==> config.mk <==
export PLATFORM = sky130hd
export DESIGN_NAME = scsc_clock_switch
export DESIGN_NICKNAME = d
export VERILOG_FILES = /design/src/hw/scsc_pkg.sv /design/src/hw/scsc_timer_if.sv /design/src/hw/scsc_clock_switch.sv /design/src/hw/scsc_delay_timer.sv
export VERILOG_INCLUDE_DIRS = /design/src /design/src/hw
export SDC_FILE = /design/constraint.sdc
export NUM_CORES = 1
export LEC_CHECK = 0
export ABC_AREA = 1
export BUFFER_PORTS_ARGS = -buffer_cell sky130_fd_sc_hd__buf_4
export CORE_MARGIN = 4
export CORE_UTILIZATION = 35
export CTS_BUF_LIST = sky130_fd_sc_hd__clkbuf_8
export DETAILED_ROUTE_END_ITERATION = 8
export GPL_TIMING_DRIVEN = 0
export PLACE_DENSITY = 0.62
export SETUP_SLACK_MARGIN = 0.5
export SKIP_CTS_REPAIR_TIMING = 1
export SLEW_MARGIN = 20
export SYNTH_ARGS = -nofsm -noshare
export SYNTH_HDL_FRONTEND = slang
export SYNTH_SLANG_ARGS = --single-unit
==> constraint.sdc <==
create_clock -name clk -period 3 [get_ports clk]
set_input_delay 0.45 -clock clk [delete_from_list [all_inputs] [get_ports clk]]
set_output_delay 0.45 -clock clk [all_outputs]
set_load 0.03 [all_outputs]
==> src/hw/scsc_defines.svh <==
// constants of the system clock switch control: register map, field positions, reset values, timing
// assumes a 100 MHz core clock; included by the package and by every design file
`ifndef SCSC_DEFINES_SVH
`define SCSC_DEFINES_SVH

// register map on the plain software port
`define SCSC_ADDR_W 4
`define SCSC_ADDR_CTL 4'h0
`define SCSC_ADDR_STAT 4'h1

// oscillator_control fields
`define SCSC_CTL_RESET 8'h38
`define SCSC_CTL_WMASK 8'hfb
`define SCSC_CTL_MUL_BIT 7
`define SCSC_CTL_FREQ_HI 6
`define SCSC_CTL_FREQ_LO 3
`define SCSC_CTL_SCS_HI 1
`define SCSC_CTL_SCS_LO 0

// oscillator_status fields
`define SCSC_STAT_MUL_RDY 6
`define SCSC_STAT_FAST_RDY 4
`define SCSC_STAT_SLOW_RDY 1
`define SCSC_STAT_FAST_STB 0

// field codes
`define SCSC_FREQ_RESET 4'h7
`define SCSC_FREQ_FAST_MIN 4'h8
`define SCSC_FREQ_MED_MIN 4'h2
`define SCSC_SCS_DEFAULT 2'h0
`define SCSC_SCS_RESERVED 2'h1
`define SCSC_CFG_INTERNAL 2'h0

// pin vector positions after synchronisation
`define SCSC_PIN_W 6
`define SCSC_PIN_FAST_RDY 0
`define SCSC_PIN_SLOW_RDY 1
`define SCSC_PIN_FAST_STB 2
`define SCSC_PIN_CUR_CLK 3
`define SCSC_PIN_CFG_LO 4
`define SCSC_PIN_CFG_HI 5

// timing
`define SCSC_CLK_PERIOD_NS 10
`define SCSC_FAST_START_NS 2000
`define SCSC_MUL_LOCK_NS 2000000
`define SCSC_WARM_NS 5000
`define SCSC_TMR_W 18
`define SCSC_FAST_START_CYC ((`SCSC_FAST_START_NS + `SCSC_CLK_PERIOD_NS - 1) / `SCSC_CLK_PERIOD_NS)

`endif

==> src/hw/scsc_pkg.sv <==
// types used by the clock switch control; its delay timer keeps its own state type
// assumes scsc_defines.svh is reachable by bare name
`include "scsc_defines.svh"

package scsc_pkg;

  // which internal oscillator a frequency code draws from
  typedef enum logic [1:0] {SCSC_OSC_SLOW, SCSC_OSC_MED, SCSC_OSC_FAST} scsc_osc_type;

  typedef enum logic [2:0] {SCSC_ST_RUN, SCSC_ST_STARTUP, SCSC_ST_EDGE, SCSC_ST_MUL_LOCK, SCSC_ST_WARM} scsc_fsm_type;

  typedef struct packed {
    logic [`SCSC_PIN_W-1:0] sync1;
    logic [`SCSC_PIN_W-1:0] sync2;
    logic clkPrev;
    logic [7:0] ctl;
    logic srcInt;
    logic [3:0] freq;
    logic mulOn;
    logic mulReady;
    scsc_fsm_type fsm;
    logic tgtInt;
    logic [3:0] tgtFreq;
    logic tgtMul;
    logic hold;
    logic busy;
    logic fastEn;
    logic slowEn;
    logic tmrStart;
    logic [`SCSC_TMR_W-1:0] tmrLoad;
    logic [7:0] rdData;
  } scsc_state_type;

  // 000x slow, 001x..0111 medium, 1xxx fast
  function automatic scsc_osc_type oscOfFreq(input logic [3:0] code);
    if (code >= `SCSC_FREQ_FAST_MIN)
      return SCSC_OSC_FAST;
    else if (code >= `SCSC_FREQ_MED_MIN)
      return SCSC_OSC_MED;
    else
      return SCSC_OSC_SLOW;
  endfunction : oscOfFreq

endpackage : scsc_pkg

==> src/hw/scsc_timer_if.sv <==
// start/done handshake between the switch sequencer and its delay timer
// assumes both ends share one clock
`timescale 1ns/100ps
`default_nettype none
`include "scsc_defines.svh"

interface scsc_timer_if #(parameter int W = `SCSC_TMR_W);
  logic start;
  logic [W-1:0] load;
  logic busy;
  logic done;

  modport ctrl (output start, output load, input busy, input done);
  modport timer (input start, input load, output busy, output done);
endinterface : scsc_timer_if

`default_nettype wire

==> src/hw/scsc_clock_switch.sv <==
// system clock switch control: source and frequency selection, sequenced glitch-free changeover
// assumes oscillator ready/stable flags and the running clock level arrive as pins from other domains
//
// Local design decisions: the register addresses and the address-and-strobe port.
`timescale 1ns/100ps
`default_nettype none
`include "scsc_defines.svh"

module scsc_clock_switch #(
  parameter int MUL_LOCK_CYC = (`SCSC_MUL_LOCK_NS + `SCSC_CLK_PERIOD_NS - 1) / `SCSC_CLK_PERIOD_NS,
  parameter int WARM_CYC = (`SCSC_WARM_NS + `SCSC_CLK_PERIOD_NS - 1) / `SCSC_CLK_PERIOD_NS
) (
  input wire logic clk,
  input wire logic reset,
  input wire logic [`SCSC_ADDR_W-1:0] addr,
  input wire logic [7:0] wrData,
  input wire logic wrEn,
  input wire logic rdEn,
  output logic [7:0] rdData,
  input wire logic [1:0] defaultSourceConfig,
  input wire logic fastOscReadyIn,
  input wire logic slowOscReadyIn,
  input wire logic fastOscStableIn,
  input wire logic curClkLevel,
  input wire logic sleepWake,
  output logic sysSrcInternal,
  output logic [3:0] activeFreqSelect,
  output logic multiplierOn,
  output logic fastOscEnable,
  output logic slowOscEnable,
  output logic clockHold,
  output logic switchBusy
);

  localparam logic [`SCSC_TMR_W-1:0] FAST_LOAD = `SCSC_TMR_W'(`SCSC_FAST_START_CYC);
  localparam logic [`SCSC_TMR_W-1:0] MUL_LOAD = `SCSC_TMR_W'(MUL_LOCK_CYC);
  localparam logic [`SCSC_TMR_W-1:0] WARM_LOAD = `SCSC_TMR_W'(WARM_CYC);

  scsc_pkg::scsc_state_type q;
  scsc_pkg::scsc_state_type d;

  scsc_timer_if #(.W(`SCSC_TMR_W)) tmr ();

  scsc_delay_timer #(.W(`SCSC_TMR_W)) u_timer (
    .clk(clk),
    .reset(reset),
    .tmr(tmr.timer)
  );

  // helper terms, also watched by the assertions
  logic [1:0] scsField;
  logic [1:0] cfgSrc;
  logic cfgInt;
  logic reqInt;
  logic reqMul;
  logic useInt;
  logic pending;
  logic fallEdge;
  logic tgtOff;
  logic sameSrc;
  logic [7:0] statusWord;

  // requested selection and its relation to the committed one
  always_comb
  begin
    scsField = q.ctl[`SCSC_CTL_SCS_HI:`SCSC_CTL_SCS_LO];
    cfgSrc = q.sync2[`SCSC_PIN_CFG_HI:`SCSC_PIN_CFG_LO];
    cfgInt = (cfgSrc == `SCSC_CFG_INTERNAL);
    // reserved select keeps whatever source is running
    if (scsField[1])
      reqInt = 1'b1;
    else if (scsField == `SCSC_SCS_RESERVED)
      reqInt = q.srcInt;
    else
      reqInt = 1'b0;
    // multiplier only behind the configured internal source
    reqMul = q.ctl[`SCSC_CTL_MUL_BIT] & (scsField == `SCSC_SCS_DEFAULT) & cfgInt;
    useInt = reqInt | cfgInt;
    pending = (reqInt != q.srcInt) | (reqMul != q.mulOn) |
              (useInt & (q.ctl[`SCSC_CTL_FREQ_HI:`SCSC_CTL_FREQ_LO] != q.freq));
    sameSrc = (scsc_pkg::oscOfFreq(q.ctl[`SCSC_CTL_FREQ_HI:`SCSC_CTL_FREQ_LO]) == scsc_pkg::oscOfFreq(q.freq));
    // medium and fast codes both hang off the fast oscillator
    if (scsc_pkg::oscOfFreq(q.ctl[`SCSC_CTL_FREQ_HI:`SCSC_CTL_FREQ_LO]) == scsc_pkg::SCSC_OSC_SLOW)
      tgtOff = ~q.sync2[`SCSC_PIN_SLOW_RDY];
    else
      tgtOff = ~q.sync2[`SCSC_PIN_FAST_RDY];
    // edge detector reads only the second synchroniser stage and its delayed copy
    fallEdge = q.clkPrev & ~q.sync2[`SCSC_PIN_CUR_CLK];
    statusWord = 8'h00;
    statusWord[`SCSC_STAT_MUL_RDY] = q.mulReady;
    statusWord[`SCSC_STAT_FAST_RDY] = q.sync2[`SCSC_PIN_FAST_RDY];
    statusWord[`SCSC_STAT_SLOW_RDY] = q.sync2[`SCSC_PIN_SLOW_RDY];
    statusWord[`SCSC_STAT_FAST_STB] = q.sync2[`SCSC_PIN_FAST_STB];
  end

  // next state: synchronisers, register port, switch sequencer
  always_comb
  begin
    d = q;
    d.sync1 = {defaultSourceConfig, curClkLevel, fastOscStableIn, slowOscReadyIn, fastOscReadyIn};
    d.sync2 = q.sync1;
    d.clkPrev = q.sync2[`SCSC_PIN_CUR_CLK];
    d.tmrStart = 1'b0;
    d.rdData = 8'h00;
    // writes land in control; bit 2 and status are not writable
    if (wrEn && addr == `SCSC_ADDR_CTL)
      d.ctl = wrData & `SCSC_CTL_WMASK;
    // read data stand for exactly the cycle after the strobe
    if (rdEn)
    begin
      if (addr == `SCSC_ADDR_CTL)
        d.rdData = q.ctl;
      else if (addr == `SCSC_ADDR_STAT)
        d.rdData = statusWord;
      else
        d.rdData = 8'h00;
    end
    case (q.fsm)
      scsc_pkg::SCSC_ST_RUN:
      begin
        // a wake request outranks a pending change; the change is picked up afterwards
        if (sleepWake && useInt && !q.mulOn)
        begin
          d.hold = 1'b1;
          d.tmrStart = 1'b1;
          d.tmrLoad = WARM_LOAD;
          d.fsm = scsc_pkg::SCSC_ST_WARM;
        end
        else if (pending)
        begin
          d.tgtInt = reqInt;
          d.tgtFreq = q.ctl[`SCSC_CTL_FREQ_HI:`SCSC_CTL_FREQ_LO];
          d.tgtMul = reqMul;
          if ((reqInt | cfgInt) && !sameSrc && tgtOff)
          begin
            d.tmrStart = 1'b1;
            d.tmrLoad = FAST_LOAD;
            d.fsm = scsc_pkg::SCSC_ST_STARTUP;
          end
          else
            d.fsm = scsc_pkg::SCSC_ST_EDGE;
        end
      end
      scsc_pkg::SCSC_ST_STARTUP:
      begin
        if (tmr.done)
          d.fsm = scsc_pkg::SCSC_ST_EDGE;
      end
      scsc_pkg::SCSC_ST_EDGE:
      begin
        // commit only while the running clock is low, so no runt pulse reaches the core
        if (fallEdge)
        begin
          d.srcInt = q.tgtInt;
          d.freq = q.tgtFreq;
          d.mulOn = q.tgtMul;
          if (q.tgtMul && !q.mulOn)
          begin
            d.mulReady = 1'b0;
            d.tmrStart = 1'b1;
            d.tmrLoad = MUL_LOAD;
            d.fsm = scsc_pkg::SCSC_ST_MUL_LOCK;
          end
          else
          begin
            d.mulReady = q.tgtMul & q.mulReady;
            d.fsm = scsc_pkg::SCSC_ST_RUN;
          end
        end
      end
      scsc_pkg::SCSC_ST_MUL_LOCK:
      begin
        if (tmr.done)
        begin
          d.mulReady = 1'b1;
          d.fsm = scsc_pkg::SCSC_ST_RUN;
        end
      end
      scsc_pkg::SCSC_ST_WARM:
      begin
        if (tmr.done)
        begin
          d.hold = 1'b0;
          d.fsm = scsc_pkg::SCSC_ST_RUN;
        end
      end
      default:
        d.fsm = scsc_pkg::SCSC_ST_RUN;
    endcase
    d.busy = (d.fsm != scsc_pkg::SCSC_ST_RUN);
    // keep an oscillator powered while it runs the core or is being brought up
    d.fastEn = ((d.srcInt | cfgInt) && scsc_pkg::oscOfFreq(d.freq) != scsc_pkg::SCSC_OSC_SLOW) ||
               d.fsm == scsc_pkg::SCSC_ST_STARTUP || d.mulOn ||
               (d.fsm == scsc_pkg::SCSC_ST_EDGE && scsc_pkg::oscOfFreq(d.tgtFreq) != scsc_pkg::SCSC_OSC_SLOW);
    d.slowEn = ((d.srcInt | cfgInt) && scsc_pkg::oscOfFreq(d.freq) == scsc_pkg::SCSC_OSC_SLOW) ||
               (d.fsm != scsc_pkg::SCSC_ST_RUN && scsc_pkg::oscOfFreq(d.tgtFreq) == scsc_pkg::SCSC_OSC_SLOW);
  end

  // every reset returns to the configured source at 500 kHz
  always_ff @(posedge clk or posedge reset)
  begin
    if (reset)
    begin
      q <= '0;
      q.ctl <= `SCSC_CTL_RESET;
      q.freq <= `SCSC_FREQ_RESET;
      q.tgtFreq <= `SCSC_FREQ_RESET;
      q.fsm <= scsc_pkg::SCSC_ST_RUN;
    end
    else
      q <= d;
  end

  assign tmr.start = q.tmrStart;
  assign tmr.load = q.tmrLoad;

  assign rdData = q.rdData;
  assign sysSrcInternal = q.srcInt;
  assign activeFreqSelect = q.freq;
  assign multiplierOn = q.mulOn;
  assign fastOscEnable = q.fastEn;
  assign slowOscEnable = q.slowEn;
  assign clockHold = q.hold;
  assign switchBusy = q.busy;

  // checks of the sequencing and register behaviour
  localparam int AST_FAST_MAX = 260;

  AST_RESET_VALUES: assert property (@(posedge clk) $fell(reset) |->
    (q.ctl[1:0] == 2'h0 && !q.srcInt && q.ctl[6:3] == 4'h7))
    else $error("control not at reset value after reset");

  AST_STARTUP_HOLDS_SEL: assert property (@(posedge clk) disable iff (reset)
    (q.fsm == scsc_pkg::SCSC_ST_STARTUP) |=> ($stable(q.freq) && $stable(q.srcInt)))
    else $error("selection changed during oscillator start-up");

  AST_EDGE_WAIT: assert property (@(posedge clk) disable iff (reset)
    (q.fsm == scsc_pkg::SCSC_ST_EDGE && !fallEdge) |=> (q.fsm == scsc_pkg::SCSC_ST_EDGE && $stable(q.freq)))
    else $error("switch completed without a falling edge");

  AST_SAME_SOURCE: assert property (@(posedge clk) disable iff (reset)
    (q.fsm == scsc_pkg::SCSC_ST_RUN && pending && sameSrc && !sleepWake) |=> (q.fsm == scsc_pkg::SCSC_ST_EDGE))
    else $error("same-source change took a start-up delay");

  AST_FAST_START_BOUND: assert property (@(posedge clk) disable iff (reset)
    $rose(q.fsm == scsc_pkg::SCSC_ST_STARTUP) |-> ##[190:AST_FAST_MAX] (q.fsm == scsc_pkg::SCSC_ST_EDGE))
    else $error("oscillator start-up delay out of range");

  AST_MUL_ONLY_DEFAULT: assert property (@(posedge clk) disable iff (reset)
    q.mulOn |-> !q.srcInt)
    else $error("multiplier active with internal clock select");

  AST_STATUS_FAST_RDY: assert property (@(posedge clk) disable iff (reset)
    (rdEn && addr == `SCSC_ADDR_STAT) |=> (rdData[4] == $past(q.sync2[`SCSC_PIN_FAST_RDY]) && rdData[6] == $past(q.mulReady)))
    else $error("status read does not match oscillator state");

  AST_CTL_WRITE: assert property (@(posedge clk) disable iff (reset)
    (wrEn && addr == `SCSC_ADDR_CTL) ##1 (rdEn && addr == `SCSC_ADDR_CTL) |=> (rdData[7] == $past(wrData[7], 2) && rdData[2] == 1'b0))
    else $error("control write not reflected on read");

  AST_WARM_HOLD: assert property (@(posedge clk) disable iff (reset)
    (q.fsm == scsc_pkg::SCSC_ST_RUN && sleepWake && useInt && !q.mulOn) |=> (clockHold && q.fsm == scsc_pkg::SCSC_ST_WARM))
    else $error("wake did not apply warm-up hold");

  COV_SLOW_TO_FAST: cover property (@(posedge clk) disable iff (reset)
    $rose(q.fsm == scsc_pkg::SCSC_ST_STARTUP));
  COV_MUL_READY: cover property (@(posedge clk) disable iff (reset) $rose(q.mulReady));
  COV_WAKE: cover property (@(posedge clk) disable iff (reset) $fell(clockHold));
  COV_INTERNAL: cover property (@(posedge clk) disable iff (reset) $rose(q.srcInt));

endmodule : scsc_clock_switch

`default_nettype wire

==> src/hw/scsc_delay_timer.sv <==
// down counter that times oscillator start-up, multiplier lock and wake warm-up
// assumes start is a one-cycle pulse from the sequencer on the same clock
`timescale 1ns/100ps
`default_nettype none
`include "scsc_defines.svh"

module scsc_delay_timer #(
  parameter int W = `SCSC_TMR_W
) (
  input wire logic clk,
  input wire logic reset,
  scsc_timer_if.timer tmr
);

  typedef struct packed {
    logic [W-1:0] cnt;
    logic done;
  } scsc_tmr_state_type;

  scsc_tmr_state_type q;
  scsc_tmr_state_type d;

  // a new start restarts the count, so a later request always wins
  always_comb
  begin
    d = q;
    d.done = 1'b0;
    if (tmr.start)
      d.cnt = tmr.load;
    else if (q.cnt != '0)
    begin
      d.cnt = q.cnt - W'(1);
      d.done = (q.cnt == W'(1));
    end
  end

  always_ff @(posedge clk or posedge reset)
  begin
    if (reset)
      q <= '0;
    else
      q <= d;
  end

  assign tmr.busy = (q.cnt != '0);
  assign tmr.done = q.done;

endmodule : scsc_delay_timer

`default_nettype wire

==> results.json <==
{
  "synth_area_leaders": "dfrtp_1, nand2_1, dfstp_2",
  "first_pass_iters": 4,
  "timing.rr.start": "u_timer.q[1]$_DFFE_PP0P_",
  "cts_root_buf": "clkbuf_8",
  "startpoint": "u_timer.q[1]$_DFFE_PP0P_",
  "status": "finished clean",
  "p_per_area_nw_per_um2": 910,
  "reg2reg_to": "u_timer.q[17]$_DFFE_PP0P_",
  "synth-edff-count": 0,
  "clk_pin_slew_ps": 80,
  "n_antenna_cell": 0,
  "synthDistinctLibCells": 38,
  "area_growth_pct": 20.5,
  "clk-insertion-delay-late_ps": 350,
  "syn_inst": 393,
  "finalSetupViolCount": 0,
  "netlist_top_cells_count": "nand2_1, dfrtp_1, nor2_1, inv_1",
  "synth-seq-area-share_pct": 53.2,
  "async_flop_share_pct": 100,
  "ant_nets": 0,
  "drtIter0Drc": 74,
  "viasPerCell": 4.45,
  "place.gp.congestion": 0.803,
  "ir_worst_vdd_mv": 0.495,
  "drive_gt1_share_pct": 26.0,
  "path_delay_family": "simple AND/OR/NAND/NOR gates",
  "synth_top_area_share_pct": 46.3,
  "grt_max_degree": 60,
  "path_max_fanout": 10,
  "io-pin-count": 41,
  "core.rowCount": 36,
  "grt_pass1_vias": 2575,
  "chipHeight_um": 107,
  "via_count": 2583,
  "swShare_pct": 38.9,
  "htree_levels": 3,
  "dieArea_um2": 11500,
  "comb_power_share_pct": 36.5,
  "p_leak_nw": 2.10,
  "final.min_clock_period_ps": 1860,
  "p_total_mw": 3.79,
  "numPortBuffers": 37,
  "fin_ws_ps": 1140,
  "p_int_mw": 2.32,
  "hp-class": "in2async",
  "final_area_um2": 4170,
  "finalNetCount": 467,
  "drv_cap": 0,
  "syn_area_um2": 3460,
  "hold_viol": 0,
  "crit_arrival_ps": 2090,
  "post-dp-hpwl_mm": 5.03,
  "worst_hold_slack_ps": 26.6,
  "crit_buf_inv": 2,
  "max-clock-path-buffers": 2,
  "grt_usage_pct": 12.7,
  "yosys_warnings": 0,
  "seqPwrFrac_pct": 39.7,
  "p_clk_share_pct": 23.8,
  "wl_per_cell_um": 11.6,
  "drv_slew": 0,
  "rsz0062_at_grt": "no",
  "critPathLaunchType": "register",
  "power_switching_mw": 1.47,
  "yosysTopAreaCell": "dfrtp_1",
  "pre_cts_ws_ps": 1170,
  "nFillCells": 962,
  "wl_mm": 6.74,
  "synthFlopType": "dfrtp_1",
  "grt_pass1_wl_mm": 11.6,
  "tritoncts": "yes",
  "r2r_cells": 11,
  "slowest_stage": "dfrtp_1",
  "fmax_mhz": 539,
  "route.detailed.drc": 0,
  "setup-tns-final_ps": 0,
  "required_ps": 3240,
  "path_common_cell": "nand2_4",
  "cp_slowest_stage_delay_ps": 390,
  "start_util_pct": 35.7,
  "finClkSkew_ps": 10.9,
  "syn_area_per_cell_um2": 8.80,
  "core_area_um2": 9680,
  "placed_area_um2": 3930,
  "antenna_found_initial": 0,
  "finalCritPeriodShare_pct": 61.8,
  "synth-seq-cells": 73,
  "syn_nets": 418,
  "die_x_um": 107,
  "grt_overflow": 0,
  "cts.sinks": 73,
  "worstPathCellList": "inv_1 > ha_1 > nand2_2 > nor2_8 > nand2_4 > nor2_4 > nand3b_4 > nand2_4 > inv_2 > o21ai_1 > nand2_1",
  "cts_buffers": 9,
  "regToRegSetupSlack_ps": 1140,
  "end_kind": "register",
  "crit_type": "reg2reg",
  "synth_most_common_cell": "nand2_1"
}
worst register-to-register path, stage by stage (launching register included):
cell      delay (ps)
dfrtp_1          390
inv_1            150
ha_1             220
nand2_2          120
nor2_8           130
nand2_4           90
nor2_4           170
nand3b_4         130
nand2_4          150
inv_2             50
o21ai_1           80
nand2_1           70
metal layers:
layer	wire, um	global-route usage (%)
met5	0	0
met1	3170	16.3
met4	64	3.25
met2	3280	20.7
met3	225	4.32
layout make-up:
class | instances | area, um2 | share of cell area, %
sequential | 73 | 1840 | 44.1
multi-input combinational | 248 | 1300 | 31.3
timing repair buffer | 38 | 305 | 7.33
inverter | 58 | 220 | 5.29
tap | 133 | 166 | 3.99
clock buffer | 10 | 138 | 3.30
clock inverter | 6 | 97.6 | 2.34
buffer | 14 | 97.6 | 2.34
sequential cells by signal (all words and copies together), names as in the netlist:
signal,cells
slowOscEnable,1
q,21
activeFreqSelect,4
d,7
sysSrcInternal,1
cfgSrc,2
fastOscEnable,1
rdData,7
tmr.load,6
u_timer.tmr.done,1
u_timer.q,18
switchBusy,1
multiplierOn,1
tmr.start,1
clockHold,1
kinds of logic after synthesis:
logic type | Yosys count | share of synthesized area (%)
DFF | 73 | 53.2
other | 1 | 0.108
AOI/OAI and AO/OA | 55 | 9.01
and+or+nand+nor | 179 | 25.1
adders and majority gates | 2 | 0.724
buffers and inverters | 72 | 9.12
xor gates and xnor gates | 11 | 2.79
power by group through the flow:
stage	combinational [mW]	sequential [mW]	clock [mW]
3_5_place_dp	1.39	1.52	0
5_1_grt	1.57	1.55	0.977
2_1_floorplan	1.02	1.53	0
4_1_cts	1.40	1.51	0.931
3_3_place_gp	1.36	1.52	0
6_report	1.38	1.51	0.900
cells in the final DEF, fill, tap and decap left out, types with 2 or more instances in the layout:
cell type  synthesis  routed
a21oi_1           16      16
a21oi_2            2       2
buf_4             12      49
bufinv_16          0       2
clkbuf_1           2       2
clkbuf_8           0      10
dfrtp_1           64      64
dfstp_2            9       9
ha_1               2       2
inv_1             48      47
inv_2              9       9
inv_6              0       2
nand2_1           70      70
nand2_2            7       7
nand2_4            3       3
nand3_1           15      15
nand4_1            6       6
nor2_1            50      50
nor2_2             7       7
nor2_4             3       3
nor3_1             7       7
nor3_2             3       3
nor4_1             3       3
o21ai_0           13      13
o21ai_1           16      16
o22ai_1            2       2
xnor2_1            2       2
xor2_1             9       9
how the worst max path moves through the flow:
stage | cells past startpoint | to
final | 11 | u_timer.q[17]$_DFFE_PP0P_
after global placement | 2 | q[57]$_DFF_PP0_
after global routing | 11 | u_timer.q[17]$_DFFE_PP0P_
after floorplan | 1 | activeFreqSelect[3]$_DFF_PP0_
after detailed placement | 11 | u_timer.q[17]$_DFFE_PP0P_
after CTS | 11 | u_timer.q[17]$_DFFE_PP0P_
through the flow:
step                util (%)  cells
floorplan                  -    393
global placement        40.3    563
detailed placement      40.6    564
CTS                     43.0    580
global route            43.0    580
finish                  43.0    580
Power figures use the tool's default switching activity.
